File: src/hw/uplp_params.svh
// Purpose: address map, field positions and codes of the parallel link port
// Assumes: APB with 12-bit byte addresses
// Notes: definitions only
`ifndef UPLP_PARAMS_SVH
`define UPLP_PARAMS_SVH
// ==========================================
// register map
`define UPLP_ADDR_CTRL 12'h000
`define UPLP_ADDR_STATUS 12'h004
`define UPLP_ADDR_TXPOP 12'h008
`define UPLP_ADDR_RXDATA 12'h00c
// ==========================================
// fields
`define UPLP_CTRL_SUSPEND 0
`define UPLP_CTRL_HOST 1
`define UPLP_CTRL_RXACT 2
`define UPLP_ST_DISC 3
`define UPLP_TXPOP_VALID 31
// ==========================================
// codes
`define UPLP_SPEED_HS 2'h0
`define UPLP_MODE_NORMAL 2'h0
`define UPLP_MODE_NONDRV 2'h1
`define UPLP_MODE_RAW 2'h2
`define UPLP_MODE_RSVD 2'h3
`define UPLP_KIND_DATA 2'h0
`define UPLP_KIND_SYNC 2'h1
`define UPLP_KIND_EOP 2'h2
`define UPLP_TX_HOLDOFF 2'h3
`endif

File: src/hw/uplp_pkg.sv
// Purpose: types of the parallel link port
// Assumes: nothing
// Notes: constants live in uplp_params.svh
package uplp_pkg;
	typedef enum logic [1:0] {tx_idle, tx_sync, tx_data, tx_eop} uplp_tx_state_t;
endpackage : uplp_pkg

File: src/hw/uplp_port.sv
// Purpose: link-side parallel port of a usb transceiver, apb view of the line side
// Assumes: link pins are asynchronous to pclk and pass two flip-flops
// Notes: apb software stands in for the serial engine
//
// Our own choices: the APB register port and the register offsets.
`timescale 1ns/1ps
`include "uplp_params.svh"

// ==========================================
// fifo
module uplp_fifo #(
	parameter int WIDTH = 10,
	parameter int DEPTH = 16
) (
	input wire logic pclk,
	input wire logic presetn,
	input wire logic in_valid,
	output logic in_ready,
	input wire logic [WIDTH-1:0] in_data,
	output logic out_valid,
	input wire logic out_ready,
	output logic [WIDTH-1:0] out_data
);
	localparam int AW = $clog2(DEPTH);
	logic [WIDTH-1:0] mem [DEPTH];
	logic [AW:0] wr_reg, wr_next, rd_reg, rd_next;
	logic push, pop;

	generate
		if (DEPTH < 2 || (DEPTH & (DEPTH - 1)) != 0) begin : g_bad
			$error("uplp_fifo depth must be a power of two");
		end
	endgenerate

	assign in_ready = (wr_reg - rd_reg) != (AW + 1)'(DEPTH);
	assign out_valid = wr_reg != rd_reg;
	assign out_data = mem[rd_reg[AW-1:0]];
	assign push = in_valid && in_ready;
	assign pop = out_valid && out_ready;

	always_comb begin
		wr_next = push ? wr_reg + 1'b1 : wr_reg;
		rd_next = pop ? rd_reg + 1'b1 : rd_reg;
	end

	always_ff @(posedge pclk or negedge presetn) begin
		if (!presetn) begin
			wr_reg <= '0;
			rd_reg <= '0;
		end else begin
			wr_reg <= wr_next;
			rd_reg <= rd_next;
		end
	end

	// storage has no reset; only pointers need one
	always_ff @(posedge pclk) begin
		if (push) begin
			mem[wr_reg[AW-1:0]] <= in_data;
		end
	end
endmodule : uplp_fifo

// ==========================================
// top
module uplp_port #(
	parameter int FIFO_DEPTH = 16
) (
	input wire logic pclk,
	input wire logic presetn,
	input wire logic [11:0] paddr,
	input wire logic psel,
	input wire logic penable,
	input wire logic pwrite,
	input wire logic [31:0] pwdata,
	output logic [31:0] prdata,
	output logic pready,
	output logic pslverr,
	output logic reference_clock_out,
	input wire logic [1:0] speed_select,
	input wire logic [1:0] operating_mode_select,
	input wire logic transmit_valid,
	output logic transmit_ready,
	output logic receive_valid,
	output logic receive_in_progress,
	input wire logic [7:0] data_in,
	output logic [7:0] data_out,
	output logic data_oe_n,
	output logic [1:0] bus_line_state,
	output logic host_disconnect_flag,
	output logic termination_enable,
	input wire logic positive_data_line,
	input wire logic negative_data_line,
	input wire logic disconnect_envelope
);
	logic [15:0] sync1_reg, sync2_reg;
	logic tv_s, pos_s, neg_s, env_s;
	logic [7:0] din_s;
	logic [1:0] speed_s, mode_s;
	logic ref_reg, ref_next;
	logic [2:0] ctrl_reg, ctrl_next;
	logic susp_d_reg, susp_d_next, lp_entry;
	logic [31:0] prdata_reg, prdata_next;
	logic pready_reg, pready_next, pslverr_reg, pslverr_next;
	logic pop_pend_reg, pop_pend_next;
	logic setup, acc, wr_acc, mapped, drive_ok, raw;
	logic [1:0] ls_stage_reg, ls_stage_next, ls_reg, ls_next;
	logic disc_reg, disc_next, disc_set, disc_clr;
	uplp_pkg::uplp_tx_state_t st_reg, st_next;
	logic [1:0] hold_reg, hold_next;
	logic take, push;
	logic [1:0] kind;
	logic txr_reg, txr_next;
	logic rxv_reg, rxv_next, rxa_reg, rxa_next, oe_n_reg, oe_n_next, term_reg, term_next;
	logic [7:0] dout_reg, dout_next;
	logic rx_wr;
	logic fifo_in_ready, fifo_out_valid;
	logic [9:0] fifo_out_data;

	generate
		if (FIFO_DEPTH < 2) begin : g_bad
			$error("uplp_port fifo depth too small");
		end
	endgenerate

	// ==========================================
	// pin synchronisers
	always_ff @(posedge pclk or negedge presetn) begin
		if (!presetn) begin
			sync1_reg <= '0;
			sync2_reg <= '0;
		end else begin
			sync1_reg <= {transmit_valid, data_in, speed_select, operating_mode_select,
				positive_data_line, negative_data_line, disconnect_envelope};
			sync2_reg <= sync1_reg;
		end
	end
	assign {tv_s, din_s, speed_s, mode_s, pos_s, neg_s, env_s} = sync2_reg;

	// reserved mode is handled like non-driving, never as normal
	assign drive_ok = (mode_s == `UPLP_MODE_NORMAL || mode_s == `UPLP_MODE_RAW)
		&& !ctrl_reg[`UPLP_CTRL_SUSPEND];
	assign raw = mode_s == `UPLP_MODE_RAW;
	assign lp_entry = ctrl_reg[`UPLP_CTRL_SUSPEND] && !susp_d_reg;

	// ==========================================
	// apb slave, zero wait states
	assign setup = psel && !penable;
	assign acc = psel && penable && pready_reg;
	assign wr_acc = acc && pwrite;
	assign mapped = paddr == `UPLP_ADDR_CTRL || paddr == `UPLP_ADDR_STATUS
		|| paddr == `UPLP_ADDR_TXPOP || paddr == `UPLP_ADDR_RXDATA;
	assign rx_wr = wr_acc && paddr == `UPLP_ADDR_RXDATA && rxa_reg && drive_ok;

	always_comb begin
		pready_next = setup;
		pslverr_next = setup && !mapped;
		pop_pend_next = setup && !pwrite && paddr == `UPLP_ADDR_TXPOP && fifo_out_valid;
		prdata_next = '0;
		if (setup && !pwrite) begin
			case (paddr)
				`UPLP_ADDR_CTRL: prdata_next = {29'h0, ctrl_reg};
				`UPLP_ADDR_STATUS: prdata_next = {21'h0, !fifo_in_ready, !fifo_out_valid,
					mode_s == `UPLP_MODE_RSVD, mode_s, speed_s, disc_reg, rxa_reg, ls_reg};
				`UPLP_ADDR_TXPOP: prdata_next = {fifo_out_valid, 21'h0, fifo_out_data};
				default: prdata_next = '0;
			endcase
		end
		ctrl_next = ctrl_reg;
		if (wr_acc && paddr == `UPLP_ADDR_CTRL) begin
			ctrl_next = pwdata[2:0];
		end
		susp_d_next = ctrl_reg[`UPLP_CTRL_SUSPEND];
		ref_next = !ref_reg;
	end

	always_ff @(posedge pclk or negedge presetn) begin
		if (!presetn) begin
			pready_reg <= 1'b0;
			pslverr_reg <= 1'b0;
			pop_pend_reg <= 1'b0;
			prdata_reg <= '0;
			ctrl_reg <= '0;
			susp_d_reg <= 1'b0;
			ref_reg <= 1'b0;
		end else begin
			pready_reg <= pready_next;
			pslverr_reg <= pslverr_next;
			pop_pend_reg <= pop_pend_next;
			prdata_reg <= prdata_next;
			ctrl_reg <= ctrl_next;
			susp_d_reg <= susp_d_next;
			ref_reg <= ref_next;
		end
	end

	// ==========================================
	// line state and host disconnect
	assign disc_set = ctrl_reg[`UPLP_CTRL_HOST] && speed_s == `UPLP_SPEED_HS && env_s
		&& !ctrl_reg[`UPLP_CTRL_SUSPEND];
	assign disc_clr = wr_acc && paddr == `UPLP_ADDR_STATUS && pwdata[`UPLP_ST_DISC];

	always_comb begin
		ls_stage_next = {neg_s, pos_s};
		// suspended: skip the stage, the closest to combinational a flopped output gets
		ls_next = ctrl_reg[`UPLP_CTRL_SUSPEND] ? {neg_s, pos_s} : ls_stage_reg;
		disc_next = disc_reg;
		if (lp_entry) begin
			disc_next = 1'b0;
		end else if (disc_set) begin
			disc_next = 1'b1;
		end else if (disc_clr) begin
			disc_next = 1'b0;
		end
	end

	always_ff @(posedge pclk or negedge presetn) begin
		if (!presetn) begin
			ls_stage_reg <= '0;
			ls_reg <= '0;
			disc_reg <= 1'b0;
		end else begin
			ls_stage_reg <= ls_stage_next;
			ls_reg <= ls_next;
			disc_reg <= disc_next;
		end
	end

	// ==========================================
	// transmit path into the fifo
	always_comb begin
		st_next = st_reg;
		hold_next = hold_reg != 2'h0 ? hold_reg - 2'h1 : 2'h0;
		take = 1'b0;
		push = 1'b0;
		kind = `UPLP_KIND_DATA;
		case (st_reg)
			uplp_pkg::tx_idle: begin
				if (tv_s && drive_ok) begin
					st_next = raw ? uplp_pkg::tx_data : uplp_pkg::tx_sync;
				end
			end
			uplp_pkg::tx_sync: begin
				kind = `UPLP_KIND_SYNC;
				push = fifo_in_ready;
				if (fifo_in_ready) begin
					st_next = uplp_pkg::tx_data;
				end
			end
			uplp_pkg::tx_data: begin
				if (!tv_s) begin
					st_next = raw ? uplp_pkg::tx_idle : uplp_pkg::tx_eop;
				end else if (hold_reg == 2'h0 && fifo_in_ready) begin
					// holdoff lets the link's next byte cross the synchroniser
					take = 1'b1;
					push = 1'b1;
					hold_next = `UPLP_TX_HOLDOFF;
				end
			end
			uplp_pkg::tx_eop: begin
				kind = `UPLP_KIND_EOP;
				push = fifo_in_ready;
				if (fifo_in_ready) begin
					st_next = uplp_pkg::tx_idle;
				end
			end
			default: st_next = uplp_pkg::tx_idle;
		endcase
		txr_next = take;
	end

	always_ff @(posedge pclk or negedge presetn) begin
		if (!presetn) begin
			st_reg <= uplp_pkg::tx_idle;
			hold_reg <= 2'h0;
			txr_reg <= 1'b0;
		end else begin
			st_reg <= st_next;
			hold_reg <= hold_next;
			txr_reg <= txr_next;
		end
	end

	uplp_fifo #(
		.WIDTH(10),
		.DEPTH(FIFO_DEPTH)
	) u_fifo (
		.pclk(pclk),
		.presetn(presetn),
		.in_valid(push),
		.in_ready(fifo_in_ready),
		.in_data({kind, din_s}),
		.out_valid(fifo_out_valid),
		.out_ready(acc && pop_pend_reg),
		.out_data(fifo_out_data)
	);

	// ==========================================
	// receive path onto the shared bus
	always_comb begin
		rxa_next = ctrl_reg[`UPLP_CTRL_RXACT] && drive_ok;
		rxv_next = rx_wr;
		dout_next = rx_wr ? pwdata[7:0] : dout_reg;
		oe_n_next = !(rxa_reg && drive_ok && !tv_s);
		term_next = mode_s != `UPLP_MODE_NONDRV && mode_s != `UPLP_MODE_RSVD;
	end

	always_ff @(posedge pclk or negedge presetn) begin
		if (!presetn) begin
			rxa_reg <= 1'b0;
			rxv_reg <= 1'b0;
			dout_reg <= '0;
			oe_n_reg <= 1'b1;
			term_reg <= 1'b0;
		end else begin
			rxa_reg <= rxa_next;
			rxv_reg <= rxv_next;
			dout_reg <= dout_next;
			oe_n_reg <= oe_n_next;
			term_reg <= term_next;
		end
	end

	assign prdata = prdata_reg;
	assign pready = pready_reg;
	assign pslverr = pslverr_reg;
	assign reference_clock_out = ref_reg;
	assign transmit_ready = txr_reg;
	assign receive_valid = rxv_reg;
	assign receive_in_progress = rxa_reg;
	assign data_out = dout_reg;
	assign data_oe_n = oe_n_reg;
	assign bus_line_state = ls_reg;
	assign host_disconnect_flag = disc_reg;
	assign termination_enable = term_reg;
endmodule : uplp_port

File: config.mk
export PLATFORM = sky130hd
export DESIGN_NAME = uplp_port
export DESIGN_NICKNAME = d
export VERILOG_FILES = /design/src/hw/uplp_pkg.sv /design/src/hw/uplp_port.sv
export VERILOG_INCLUDE_DIRS = /design/src /design/src/hw
export SDC_FILE = /design/constraint.sdc
export NUM_CORES = 1
export LEC_CHECK = 0
export CAP_MARGIN = 0
export CORE_AREA = 2 2 143 145
export DETAILED_ROUTE_END_ITERATION = 16
export DIE_AREA = 0 0 145 147
export DONT_BUFFER_PORTS = 1
export GPL_TIMING_DRIVEN = 0
export PLACE_DENSITY_LB_ADDON = 0.05
export REMOVE_ABC_BUFFERS = 1
export SYNTH_ARGS = -nofsm -noshare
export SYNTH_HDL_FRONTEND = slang
export SYNTH_HIERARCHICAL = 1
export SYNTH_SLANG_ARGS = --single-unit
File: constraint.sdc
create_clock -name pclk -period 6.1 [get_ports pclk]
set_input_delay 0.305 -clock pclk [delete_from_list [all_inputs] [get_ports pclk]]
set_output_delay 0.305 -clock pclk [all_outputs]
set_load 0.05 [all_outputs]
==> results.py <==
metrics = {
    "run_status": {
        "outcome": "completed",
    },
    "detailed_routing": {
        "wirelength_um": 20000,
        "drcViolationCount": 0,
        "firstDrtPassIters": 4,
        "via_per_inst": 5.46,
        "drtAntennaViolNets": 0,
        "drt_iter0_markers": 329,
        "wl_per_cell_um": 21.5,
        "via_count": 5076,
    },
    "yosys": {
        "synth_top_family_by_area": "multiplexers",
        "synth.most_common_cell": "edfxtp_1",
        "synth_ff_type": "edfxtp_1",
        "ys_top_cells_by_count": "edfxtp_1 (160), dfrtp_1 (83), nand2_1 (60)",
        "avgSynthCellArea_um2": 16.4,
        "synthMuxAreaShare_pct": 11.4,
        "synth-async-reset-ratio_pct": 34.4,
        "ys_warn_count": 6,
        "synth.area.top_cells": "edfxtp_1 (49%), dfrtp_1 (21%), mux4_2 (9.2%), nand2_1 (2.3%), buf_4 (1.8%)",
        "synth_xor_xnor_area_share_pct": 0.907,
        "synthSimpleGateAreaFrac_pct": 8.52,
        "post_synth_fa_ha_maj_area_fraction_pct": 1.15,
        "synth-seq-cells": 244,
        "synth_edf_count": 160,
        "syn_inst": 596,
        "synth_cell_types": 58,
        "ys_seq_area_share_pct": 70.5,
        "synthesis.area_um2": 9800,
        "synth_compound_area_share_pct": 4.06,
        "synth_top_area_share_pct": 49.0,
        "yosysTopAreaCell": "edfxtp_1",
    },
    "floorplanning": {
        "io_pins": 116,
        "start_util_pct": 49.4,
        "fp.dieW_um": 145,
        "die_y_um": 147,
        "die-area_um2": 21300,
        "rows": 52,
        "core-area_um2": 19800,
    },
    "power_and_ir_drop": {
        "power_mw": 4.05,
        "power.density_nw_per_um2": 361,
        "ir_drop_v": 0.000253,
        "leakage_nw": 4.09,
    },
    "clock_network": {
        "cts_made_buffers": 26,
        "clock_latency_ns": 0.53,
        "cts_tree": "yes",
        "htreeDepth": 1,
        "post_cts_buffers": 0,
        "clock_sinks": 244,
        "cts-root-buf": "clkbuf_16",
        "cts.path.max_buffers": 3,
        "clk_pin_slew_worst_paths_ns": 0.06,
    },
    "finish": {
        "multi_input_area_um2": 2660,
        "num-fill-cells": 1573,
        "final_area_um2": 11200,
        "final_util_pct": 56.5,
        "layout-area-overhead-vs-synth_pct": 14.3,
        "antenna_cells": 0,
        "drive_above_1_share_pct": 19.0,
        "regArea_um2": 6910,
        "largest_register_ffs": 160,
        "nNetsFinal": 713,
    },
    "sta": {
        "skew_ns": 0.0141,
        "slew-limit-headroom_pct": 21.7,
        "rsz0062_at_grt": "true",
        "setup_tns_ns": 0,
        "period_needed_ns": 5.91,
        "max_freq_mhz": 169,
        "drv_slew": 0,
        "min_period_over_period_pct": 96.9,
        "worst_pin_slew_ns": 1.17,
        "setup_violations": 0,
        "finalHoldViolations": 0,
    },
    "setup_path": {
        "rr_startpoint": "u_fifo/rd_reg[2]$_DFFE_PN0P_",
        "cp.depth": 13,
        "crit_required_ns": 6.23,
        "rr_endpoint": "u_fifo/mem[2][5]$_DFFE_PP_",
        "cp_slowest_stage_delay_ns": 0.94,
        "crit_buf_inv": 2,
        "slowest_stage": "dfrtp_2",
        "cp.arrival_ns": 6.04,
        "r2r_cells": 13,
        "setup.worst_path.end": "u_fifo/mem[2][5]$_DFFE_PP_",
        "r2r_setup_slack_ns": 0.19,
        "crit_fanout": 34,
        "crit_path_start": "u_fifo/rd_reg[2]$_DFFE_PN0P_",
        "cp_cell_sequence": "inv_1, ha_1, nand3b_2, and3b_2, nor2_2, a21oi_1, inv_1, nor4b_1, nand3_1, nand2_1, nor2b_1, nand2_1, nor2_1",
        "critical_path.top_delay_family": "simple AND/OR/NAND/NOR gates",
        "end_kind": "flop",
        "start_kind": "flop",
        "path_class": "reg -> reg",
    },
    "place": {
        "portBuffers": 0,
        "dpl_cell_area_um2": 10100,
        "dp_hpwl_um": 12500,
        "routabilityCongestion": 0.755,
    },
    "global_route": {
        "antenna_found_initial": 0,
        "grt_pass1_wl_um": 31200,
        "grt_pass1_vias": 5303,
        "grt-ovfl-total": 0,
        "use_met2_pct": 32.8,
        "grtUsageMet1_pct": 25.7,
        "grt_max_degree": 85,
        "use_met3_pct": 3.04,
        "grt.total_usage_pct": 19.1,
        "busiest_layer": "met2",
    },
    "flow_run": {
        "cap_violations": 0,
    },
    "hold_path": {
        "worstHoldStart": "paddr[3]",
        "hold_class": "in -> reg",
    },
}
==> worst register-to-register path: cells and delay by family, from the launching register on <==
kind | cells | cell delay, ns
AND/OR/NAND/NOR | 9 | 2.99
flip-flops | 1 | 0.94
buffers and inverters | 2 | 0.72
adder cells (fa/ha/maj) | 1 | 0.70
AO/OA/AOI/OAI | 1 | 0.16
==> report_power, final <==
group | internal [mW] | total, mW | switching, mW
logic | 0.208 | 0.615 | 0.407
registers | 1.93 | 2.02 | 0.0942
clock network | 0.818 | 1.41 | 0.593
total | 2.95 | 4.05 | 1.09
==> layer usage <==
layer	part of all wire [%]	vias to the layer above
met1	42	2625
met5	0	-
met2	50	131
met4	2.5	0
met3	4.7	37
li1	-	2283
==> how the worst min path moves through the flow <==
stage                                   endpoint  slack, ns  cells after the start
global route             ctrl_reg[2]$_DFFE_PN0P_       0.08                      2
floorplan            bus_line_state[0]$_DFF_PN0_      0.009                      0
detailed placement  u_fifo/wr_reg[3]$_DFFE_PN0P_       0.01                      0
global placement    u_fifo/rd_reg[4]$_DFFE_PN0P_       0.01                      0
finish                   ctrl_reg[2]$_DFFE_PN0P_        0.1                      2
CTS                          prdata[7]$_DFF_PN0_       0.06                      4
==> cells in the final DEF, fill, tap and decap left out, types with 3 or more instances in the layout <==
cell,count
mux4_2,40
and3_1,11
inv_1,19
nor2b_1,4
nand2_1,60
clkbuf_16,26
nand2b_1,3
and4_1,3
nor3_1,6
edfxtp_1,160
nor3_2,5
nor2_1,30
a21oi_1,10
clkinv_1,3
mux2_4,4
mux2_2,10
mux2i_1,4
o21ai_0,6
conb_1,20
a31oi_1,15
nand4_1,6
dfrtp_1,80
dlygate4sd3_1,34
o211ai_1,3
ha_1,9
buf_6,5
xnor2_1,6
nor2_2,6
a22oi_1,4
and2_1,3
nand3_1,9
clkbuf_1,14
==> metrics by stage <==
step | hold WS [ns] | worst slack, ns | std cells
6_report | 0.0966 | 0.190 | 929
5_1_grt | 0.0777 | -0.234 | 929
4_1_cts | 0.0612 | 0.0643 | 929
3_5_place_dp | 0.0138 | 0.0932 | 846
3_3_place_gp | 0.0145 | -1.16 | 840
2_1_floorplan | 0.00941 | 0.830 | 570
==> cell families (layout without fill, tap and decap cells) <==
kind of cell,after synthesis,after routing
buf+inv,64,108
compound gates,52,52
fa+ha+maj,9,9
flops,244,244
mux,58,58
other cells,1,20
simple gates,160,160
xor+xnor,8,8
==> layout make-up <==
type,instances,area share [%]
repair buffers,41,4.03
flip-flops and latches,244,61.7
inverters,19,0.637
well taps,270,3.02
multi-input cells,307,23.7
clock buffers,42,6.52
clock inverters,6,0.369
==> what timing repair did <==
action | CTS | global route
hold buffers | 35 | 0
gates resized for setup | 0 | 4
endpoints found under the setup margin | 0 | 60
endpoints found under the hold margin | 121 | 0
No activity file was read; power rests on OpenSTA's default activity.
